## config.mk

```make
export PLATFORM = sky130hd
export DESIGN_NAME = ssof_top
export DESIGN_NICKNAME = d
export VERILOG_FILES = /design/src/core/ssof_pkg.sv /design/src/core/ssof_top.sv /design/src/core/ssof_zero_speed.sv /design/src/core/ssof_settle_timer.sv
export SDC_FILE = /design/constraint.sdc
export NUM_CORES = 1
export LEC_CHECK = 0
export ABC_AREA = 0
export CAP_MARGIN = 20
export CORE_MARGIN = 2
export CORE_UTILIZATION = 40
export DETAILED_ROUTE_END_ITERATION = 12
export DONT_BUFFER_PORTS = 1
export SLEW_MARGIN = 20
export SYNTH_ARGS = -nofsm -noshare
export SYNTH_HDL_FRONTEND = slang
export SYNTH_HIERARCHICAL = 1
export SYNTH_SLANG_ARGS = --single-unit
```

## constraint.sdc

```tcl
create_clock -name pclk -period 2.2 [get_ports pclk]
set_input_delay 0.44 -clock pclk [delete_from_list [all_inputs] [get_ports pclk]]
set_output_delay 0.44 -clock pclk [all_outputs]
set_load 0.01 [all_outputs]
```

## src/core/ssof_pkg.sv

```systemverilog
// shared constants for the servo status output flag block
package ssof_pkg;

  // clock rate and power-on settle time
  localparam int CLK_HZ = 40_000_000;
  localparam int POWER_ON_TIME_MS = 1000;
  // longest time rounds down to whole cycles
  localparam int POWER_ON_CYCLES = (CLK_HZ / 1000) * POWER_ON_TIME_MS;

  // zero-speed detection
  localparam logic [15:0] ZS_LEVEL_RST = 16'h0032;  // 50 r/min
  localparam logic [15:0] ZS_HYST_RPM = 16'h0014;   // 20 r/min, fixed

  // torque limit reset values, in the same unit as the torque input
  localparam logic [15:0] FWD_TLIM_RST = 16'h03e8;
  localparam logic [15:0] REV_TLIM_RST = 16'h03e8;

  // position window reset values
  localparam logic [31:0] POS_LO_RST = 32'h0000_0000;
  localparam logic [31:0] POS_HI_RST = 32'h0000_0000;

  // apb address width and register byte offsets
  localparam int ADDR_W = 12;
  localparam logic [11:0] OFS_ZS_LEVEL = 12'h000;
  localparam logic [11:0] OFS_FWD_TLIM = 12'h004;
  localparam logic [11:0] OFS_REV_TLIM = 12'h008;
  localparam logic [11:0] OFS_POS_LO = 12'h00c;
  localparam logic [11:0] OFS_POS_HI = 12'h010;
  localparam logic [11:0] OFS_FLAGS = 12'h014;
  localparam logic [11:0] OFS_INT_STATUS = 12'h018;
  localparam logic [11:0] OFS_INT_ENABLE = 12'h01c;
  localparam logic [11:0] OFS_INT_CLEAR = 12'h020;
  localparam logic [11:0] OFS_SPEED_MON = 12'h024;

  // flag bit positions, shared by flags, status, enable and clear registers
  localparam int NFLAGS = 9;
  localparam int FLG_ZERO_SPEED = 0;
  localparam int FLG_TORQUE_LIM = 1;
  localparam int FLG_WARNING = 2;
  localparam int FLG_BRAKE = 3;
  localparam int FLG_DYN_BRAKE = 4;
  localparam int FLG_BATTERY = 5;
  localparam int FLG_POSITION = 6;
  localparam int FLG_GAIN_SW = 7;
  localparam int FLG_SPEED_REACHED = 8;

  // warning flags sit active until the power-on window has elapsed
  localparam logic [8:0] FLAGS_RST = 9'h024;

endpackage

```

## src/core/ssof_top.sv

```systemverilog
// servo status output flags with apb configuration and interrupt
`timescale 1ns/100ps
module ssof_top
  import ssof_pkg::*;
#(
  parameter int POWER_ON_CYC = POWER_ON_CYCLES
) (
  // clock and reset
  input wire logic pclk,
  input wire logic presetn,
  // apb slave
  input wire logic psel,
  input wire logic penable,
  input wire logic pwrite,
  input wire logic [ssof_pkg::ADDR_W-1:0] paddr,
  input wire logic [31:0] pwdata,
  output logic [31:0] prdata,
  output logic pready,
  output logic pslverr,
  // motion state from the amplifier
  input wire logic signed [15:0] motor_speed_in,
  input wire logic signed [15:0] gen_torque_in,
  input wire logic [15:0] analog_torque_limit_in,
  input wire logic signed [31:0] actual_position_in,
  // drive state from the amplifier
  input wire logic servo_on_in,
  input wire logic alarm_in,
  input wire logic base_circuit_on_in,
  input wire logic dyn_brake_active_in,
  input wire logic home_return_done_in,
  input wire logic gain_switched_in,
  // warnings from the amplifier
  input wire logic warning_present_in,
  input wire logic open_battery_cable_warning,
  input wire logic low_battery_warning,
  // commanded speed profile
  input wire logic cmd_speed_zero_in,
  input wire logic cmd_speed_ramping_in,
  input wire logic cmd_speed_at_target_in,
  // status flag outputs
  output logic zero_speed_flag,
  output logic torque_limiting_flag,
  output logic warning_flag,
  output logic brake_interlock_out,
  output logic dynamic_brake_interlock_out,
  output logic battery_warning_flag,
  output logic position_range_flag,
  output logic gain_switching_flag,
  output logic speed_reached_flag,
  // interrupt
  output logic irq
);

  // all state of this module in one record; the zero-speed detector and settle timer keep their own
  typedef struct packed {
    logic [15:0] zs_level;
    logic [15:0] fwd_tlim;
    logic [15:0] rev_tlim;
    logic [31:0] pos_lo;
    logic [31:0] pos_hi;
    logic [NFLAGS-1:0] flags;
    logic [NFLAGS-1:0] int_status;
    logic [NFLAGS-1:0] int_enable;
    logic irq;
    logic pready;
    logic pslverr;
    logic [31:0] prdata;
  } ssof_state_t;

  ssof_state_t s_reg;
  ssof_state_t s_next;

  logic zs_det;
  logic settled;
  logic [15:0] trq_mag;
  logic trq_hit;
  logic pos_in;
  logic [NFLAGS-1:0] flag_raw;
  logic [NFLAGS-1:0] flag_rise;
  logic [NFLAGS-1:0] clr_mask;
  logic acc_first;
  logic acc_write;
  logic mapped;
  logic [31:0] rd_data;

  // word decode of an apb address against a byte offset
  function automatic logic hit(input logic [ADDR_W-1:0] a, input logic [11:0] ofs);
    hit = (a[ADDR_W-1:2] == ofs[ADDR_W-1:2]);
  endfunction

  // zero-speed comparator with its own hysteresis state
  ssof_zero_speed u_zero_speed (
    .pclk(pclk),
    .presetn(presetn),
    .speed(motor_speed_in),
    .level(s_reg.zs_level),
    .zero_speed(zs_det)
  );

  // power-on window for the two warning flags
  ssof_settle_timer #(
    .CYCLES(POWER_ON_CYC)
  ) u_settle (
    .pclk(pclk),
    .presetn(presetn),
    .done(settled)
  );

  // torque magnitude, saturating on the most negative code
  always_comb begin
    if (gen_torque_in == 16'sh8000) begin
      trq_mag = 16'h7fff;
    end else if (gen_torque_in[15]) begin
      trq_mag = 16'(-gen_torque_in);
    end else begin
      trq_mag = 16'(gen_torque_in);
    end
  end

  // positive torque meets the forward limit, negative the reverse limit,
  // either sign the analog limit
  assign trq_hit = (!gen_torque_in[15] && (trq_mag >= s_reg.fwd_tlim))
                || (gen_torque_in[15] && (trq_mag >= s_reg.rev_tlim))
                || (trq_mag >= analog_torque_limit_in);

  // inclusive window, signed compare
  assign pos_in = ($signed(actual_position_in) >= $signed(s_reg.pos_lo))
               && ($signed(actual_position_in) <= $signed(s_reg.pos_hi));

  // combinational value of each flag before registering
  always_comb begin
    flag_raw = '0;
    flag_raw[FLG_ZERO_SPEED] = zs_det;
    flag_raw[FLG_TORQUE_LIM] = trq_hit;
    // warnings read active until the settle window ends
    flag_raw[FLG_WARNING] = settled ? warning_present_in : 1'b1;
    // alarm drops the brake interlock whatever the base circuit does
    flag_raw[FLG_BRAKE] = servo_on_in && !alarm_in;
    flag_raw[FLG_DYN_BRAKE] = !dyn_brake_active_in;
    flag_raw[FLG_BATTERY] = settled ? (open_battery_cable_warning || low_battery_warning) : 1'b1;
    flag_raw[FLG_POSITION] = pos_in && home_return_done_in && base_circuit_on_in;
    flag_raw[FLG_GAIN_SW] = gain_switched_in;
    // zero command wins over the ramp indication
    flag_raw[FLG_SPEED_REACHED] = servo_on_in
                               && (cmd_speed_zero_in
                                   || (cmd_speed_at_target_in && !cmd_speed_ramping_in));
  end

  // rising edges of the flags raise the interrupt events
  assign flag_rise = flag_raw & ~s_reg.flags;

  // apb phases: first access cycle loads read data, second completes
  assign acc_first = psel && penable && !s_reg.pready;
  assign acc_write = psel && penable && s_reg.pready && pwrite;

  // address map
  assign mapped = hit(paddr, OFS_ZS_LEVEL) || hit(paddr, OFS_FWD_TLIM)
               || hit(paddr, OFS_REV_TLIM) || hit(paddr, OFS_POS_LO)
               || hit(paddr, OFS_POS_HI) || hit(paddr, OFS_FLAGS)
               || hit(paddr, OFS_INT_STATUS) || hit(paddr, OFS_INT_ENABLE)
               || hit(paddr, OFS_INT_CLEAR) || hit(paddr, OFS_SPEED_MON);

  // read mux; the clear register is write-only and reads zero
  always_comb begin
    rd_data = 32'h0000_0000;
    if (hit(paddr, OFS_ZS_LEVEL)) begin
      rd_data = {16'h0000, s_reg.zs_level};
    end else if (hit(paddr, OFS_FWD_TLIM)) begin
      rd_data = {16'h0000, s_reg.fwd_tlim};
    end else if (hit(paddr, OFS_REV_TLIM)) begin
      rd_data = {16'h0000, s_reg.rev_tlim};
    end else if (hit(paddr, OFS_POS_LO)) begin
      rd_data = s_reg.pos_lo;
    end else if (hit(paddr, OFS_POS_HI)) begin
      rd_data = s_reg.pos_hi;
    end else if (hit(paddr, OFS_FLAGS)) begin
      rd_data = {{(32-NFLAGS){1'b0}}, s_reg.flags};
    end else if (hit(paddr, OFS_INT_STATUS)) begin
      rd_data = {{(32-NFLAGS){1'b0}}, s_reg.int_status};
    end else if (hit(paddr, OFS_INT_ENABLE)) begin
      rd_data = {{(32-NFLAGS){1'b0}}, s_reg.int_enable};
    end else if (hit(paddr, OFS_SPEED_MON)) begin
      // live speed, sign-extended, for software debug
      rd_data = {{16{motor_speed_in[15]}}, motor_speed_in};
    end
  end

  // write-one-to-clear mask, only during a completing write
  assign clr_mask = (acc_write && hit(paddr, OFS_INT_CLEAR)) ? pwdata[NFLAGS-1:0] : '0;

  // next state of the whole block
  always_comb begin
    s_next = s_reg;
    s_next.pready = 1'b0;
    s_next.pslverr = 1'b0;
    if (acc_first) begin
      s_next.pready = 1'b1;
      s_next.pslverr = !mapped;
      s_next.prdata = pwrite ? 32'h0000_0000 : rd_data;
    end
    // writes take effect only at the edge that completes the transfer
    if (acc_write) begin
      if (hit(paddr, OFS_ZS_LEVEL)) begin
        s_next.zs_level = pwdata[15:0];
      end
      if (hit(paddr, OFS_FWD_TLIM)) begin
        s_next.fwd_tlim = pwdata[15:0];
      end
      if (hit(paddr, OFS_REV_TLIM)) begin
        s_next.rev_tlim = pwdata[15:0];
      end
      if (hit(paddr, OFS_POS_LO)) begin
        s_next.pos_lo = pwdata;
      end
      if (hit(paddr, OFS_POS_HI)) begin
        s_next.pos_hi = pwdata;
      end
      if (hit(paddr, OFS_INT_ENABLE)) begin
        s_next.int_enable = pwdata[NFLAGS-1:0];
      end
    end
    // all outputs pass one register stage here; zero_speed_flag also passes the detector's register first
    s_next.flags = flag_raw;
    // an event in the clearing cycle survives: set beats clear
    s_next.int_status = (s_reg.int_status & ~clr_mask) | flag_rise;
    s_next.irq = |(s_next.int_status & s_next.int_enable);
  end

  // state register; warning flags come out of reset active
  always_ff @(posedge pclk or negedge presetn) begin
    if (!presetn) begin
      s_reg.zs_level <= ZS_LEVEL_RST;
      s_reg.fwd_tlim <= FWD_TLIM_RST;
      s_reg.rev_tlim <= REV_TLIM_RST;
      s_reg.pos_lo <= POS_LO_RST;
      s_reg.pos_hi <= POS_HI_RST;
      s_reg.flags <= FLAGS_RST;
      s_reg.int_status <= '0;
      s_reg.int_enable <= '0;
      s_reg.irq <= 1'b0;
      s_reg.pready <= 1'b0;
      s_reg.pslverr <= 1'b0;
      s_reg.prdata <= 32'h0000_0000;
    end else begin
      s_reg <= s_next;
    end
  end

  // outputs straight from the state register
  assign prdata = s_reg.prdata;
  assign pready = s_reg.pready;
  assign pslverr = s_reg.pslverr;
  assign irq = s_reg.irq;
  assign zero_speed_flag = s_reg.flags[FLG_ZERO_SPEED];
  assign torque_limiting_flag = s_reg.flags[FLG_TORQUE_LIM];
  assign warning_flag = s_reg.flags[FLG_WARNING];
  assign brake_interlock_out = s_reg.flags[FLG_BRAKE];
  assign dynamic_brake_interlock_out = s_reg.flags[FLG_DYN_BRAKE];
  assign battery_warning_flag = s_reg.flags[FLG_BATTERY];
  assign position_range_flag = s_reg.flags[FLG_POSITION];
  assign gain_switching_flag = s_reg.flags[FLG_GAIN_SW];
  assign speed_reached_flag = s_reg.flags[FLG_SPEED_REACHED];

endmodule // ssof_top

```

## src/core/ssof_zero_speed.sv

```systemverilog
// zero-speed detector with fixed hysteresis
`timescale 1ns/100ps
module ssof_zero_speed
  import ssof_pkg::*;
(
  // clock and reset
  input wire logic pclk,
  input wire logic presetn,
  // speed and configured level
  input wire logic signed [15:0] speed,
  input wire logic [15:0] level,
  // detector output
  output logic zero_speed
);

  typedef struct packed {
    logic zs;
  } ssof_zs_state_t;

  ssof_zs_state_t s_reg;
  ssof_zs_state_t s_next;
  logic [15:0] mag;
  logic [16:0] off_level;

  // magnitude saturates at the most negative code instead of wrapping
  always_comb begin
    if (speed == 16'sh8000) begin
      mag = 16'h7fff;
    end else if (speed[15]) begin
      mag = 16'(-speed);
    end else begin
      mag = 16'(speed);
    end
    off_level = {1'b0, level} + {1'b0, ZS_HYST_RPM};
    s_next = s_reg;
    if (!s_reg.zs && ({1'b0, mag} <= {1'b0, level})) begin
      s_next.zs = 1'b1;
    end else if (s_reg.zs && ({1'b0, mag} >= off_level)) begin
      s_next.zs = 1'b0;
    end
  end

  // state register
  always_ff @(posedge pclk or negedge presetn) begin
    if (!presetn) begin
      s_reg <= '0;
    end else begin
      s_reg <= s_next;
    end
  end

  assign zero_speed = s_reg.zs;

endmodule // ssof_zero_speed

```

## src/core/ssof_settle_timer.sv

```systemverilog
// one-shot power-on settle timer
`timescale 1ns/100ps
module ssof_settle_timer #(
  parameter int CYCLES = 40_000_000
) (
  // clock and reset
  input wire logic pclk,
  input wire logic presetn,
  // high once the window has elapsed
  output logic done
);

  localparam int CW = (CYCLES > 1) ? $clog2(CYCLES + 1) : 1;
  localparam logic [CW-1:0] LAST = CW'(CYCLES - 1);

  typedef struct packed {
    logic [CW-1:0] cnt;
    logic done;
  } ssof_tmr_state_t;

  ssof_tmr_state_t s_reg;
  ssof_tmr_state_t s_next;

  // counts once after reset, then parks with done held high
  always_comb begin
    s_next = s_reg;
    if (!s_reg.done) begin
      if (s_reg.cnt == LAST) begin
        s_next.done = 1'b1;
      end else begin
        s_next.cnt = s_reg.cnt + 1'b1;
      end
    end
  end

  // state register
  always_ff @(posedge pclk or negedge presetn) begin
    if (!presetn) begin
      s_reg <= '0;
    end else begin
      s_reg <= s_next;
    end
  end

  assign done = s_reg.done;

endmodule // ssof_settle_timer

```

==> run summary <==
CP Capture Type: register
Synth cell count leaders: dfrtp_1, nand2_1, inv_1
TritonCTS clock tree: yes
Total die area: 0.0352 mm2
Main combinational cell family by area after synthesis: simple AND/OR/NAND/NOR gates
Post-synthesis simple-gate area fraction: 0.166
Flop and latch count out of synthesis: 202
Count of different cell masters after synthesis: 77
Post-route DRC: 0
Total CTS buffers: 25
DP HPWL: 32.8 mm
Worst clock skew: 0.0126 ns
Yosys top cell area share: 0.343
WL/cell: 20.0 um
Cell Pwr Density: 545 mW/mm2
Critical path arrival: 3.49 ns
Critical path type: in2reg
Final max-slew violation count: 0
Post-synthesis adder-cell area fraction: 0.135
Initial antenna violation count: 1
Worst R2R Path Depth: 10
Synthesized instance count: 1478
Setup TNS: -2.92 ns
Leakage power: 7.87 nW
Via Count: 11360
Tmin final: 3.09 ns
First-pass GRT wire length: 64.8 mm
Routed Antenna Nets: 0
Gr usage total: 0.235
Max-cap violations: 0
Highest net fanout along the worst path: 3
# H-tree levels: 1
Yosys warns: 6
IO buf count: 0
Fin nets: 1926
RSZ-0062 raised after global routing: yes
Measured slew at the worst slew-check pin: 0.783 ns
Worst path cell trace: nor3_4, nand3_2, or3_4, or3_4, and3_4, o21ai_4, ha_4, nand4_1, o21ai_1, or3_4, a2111oi_4, o21ai_2, a211oi_4, buf_6, o211ai_1
ANT cells: 0
Worst Setup Start Kind: primary input
Failing checks: hold timing, setup timing
Boundary Pins: 185
Largest register FFs: 130
Critical Path Max Stage Delay: 0.38 ns
Max stage delay cell, worst path: or3_4
Mapped Area: 0.0135 mm2
Final hold violations: 202
Synth area leader: dfrtp_1
Drt first pass iters: 5
Filler Cell Count: 3150
Largest net degree at the start of global routing: 203
Vias in the first global route: 11218
CTS root buf: clkbuf_16
Starting density of the core: 0.404
GR Overflow Total: 0
Longest Clk Path Bufs: 3
Share of cells above drive strength 1: 0.247
Post-synth EDFFs: 0
Fmax: 324 MHz
Post-synthesis mux area share: 0.0524
# setup viols final: 5
Die X: 188 um
Fin Hold WS: -0.396 ns
Top cells by area, synth: dfrtp_1, ha_1, nand2_1
Clock transition at the registers of the reported paths: 0.06 ns
Worst min path class: in2async
Relative slew slack: 0.478
Total power: 0.00906 W
Final worst slack: -0.886 ns
Number of DRC markers in iteration 0: 882
Global placer's final weighted congestion: 0.888
Dominant cell by count in the synthesized netlist: dfrtp_1
Post-synth top flop: dfrtp_1
Reg-to-reg endpoint: irq
CP most frequent cell: or3_4
Vias per cell: 5.39
Asr flop ratio synth: 1.00
Post-synthesis sequential area ratio: 0.376
Syn avg cell area: 9.13 um2
Layout overhead on the synthesized area: 23.2%
Drt total wl: 42.1 mm
Hold buffers post-CTS: 4
R2R Setup Slk: -0.44 ns
Clk Latency, worst-skew pair: 0.53 ns
XOR/XNOR share of the synthesized area: 0.0357
Core ar.: 0.0334 mm2
Row count: 67
Die height: 188 um
Worst VDD drop: 0.488 mV
Required @ worst endpoint: 2.60 ns
Final Util: 0.498
Final Cycle Share: 1.40
Post-Syn Nets: 1765
CTS Sinks: 202
Reg2reg start: s_reg[135]
Outcome: finished with violations
Synth Area in Compound Gates: 0.161
-- final cells by class --
type,instances,area [um2],share of cell area
well taps,448,561,0.0337
multi-input cells,1049,7850,0.472
clock inverters,12,166,0.0100
flip-flops and latches,202,5080,0.305
clock buffers,34,729,0.0439
inverters,150,581,0.0349
repair buffers,211,1660,0.100
-- worst max-delay path by stage --
stage               slack [ns]        startpoint  end
global placement         -1.62  gen_torque_in[3]  irq
detailed placement       -1.72  gen_torque_in[3]  irq
finish                   -0.89  gen_torque_in[3]  irq
CTS                      -0.94  gen_torque_in[3]  irq
floorplan                -1.15  gen_torque_in[3]  irq
global route             -1.00  gen_torque_in[3]  irq
-- power by group --
group	internal [W]	switching, W
logic	0.000407	0.000412
registers	0.00375	0.0000648
clock network	0.00269	0.00173
total	0.00685	0.00220
-- worst max-delay path, delay by kind of cell --
family	cells	cell delay, ns
buffers and inverters	1	0.15
AOI/OAI and AO/OA	6	1.00
adders and majority gates	1	0.22
and+or+nand+nor	7	1.66
-- layout by cell type (no fill, tap or decap), types with 16 or more instances in the layout --
master / instances
xor2_1: 23
a21oi_1: 61
mux2_2: 57
nand4_1: 37
a22o_1: 18
clkbuf_16: 25
buf_4: 200
xnor2_1: 32
nand2_1: 169
nor3_1: 21
dfstp_2: 17
o22ai_1: 19
o21ai_0: 102
nor2_1: 72
nor2b_1: 16
dfrtp_1: 185
nand3_1: 30
inv_1: 141
a22oi_1: 19
ha_1: 133
-- per-stage QoR --
stage          instance area (um2)  setup slack [ns]  cells
6_report                     16600            -0.886   2106
5_1_grt                      16600             -1.00   2106
4_1_cts                      16400            -0.944   2099
3_5_place_dp                 15300             -1.72   2046
3_3_place_gp                 15300             -1.62   2046
2_1_floorplan                13700             -1.15   1478
-- metal layers --
layer	global-route usage	vias to the layer above	part of all wire
met3	0.0590	46	0.077
li1	-	5572	-
met1	0.323	5401	0.45
met2	0.374	339	0.45
met4	0.0536	2	0.019
met5	0	-	0.00031
-- timing repair --
action | in CTS | in global routing
endpoints found under the setup margin | 6 | 6
buffers inserted | 3 | 7
pin swaps | 13 | 19
resized for setup | 17 | 36
hold endpoints to repair | 208 | 202
-- cells by family after synthesis --
kind of cell / count (synthesis)
AOI/OAI and AO/OA: 337
xor gates and xnor gates: 55
and+or+nand+nor: 448
adders and majority gates: 146
buffers and inverters: 227
DFF: 202
muxes: 63
Power figures use the tool's default switching activity.
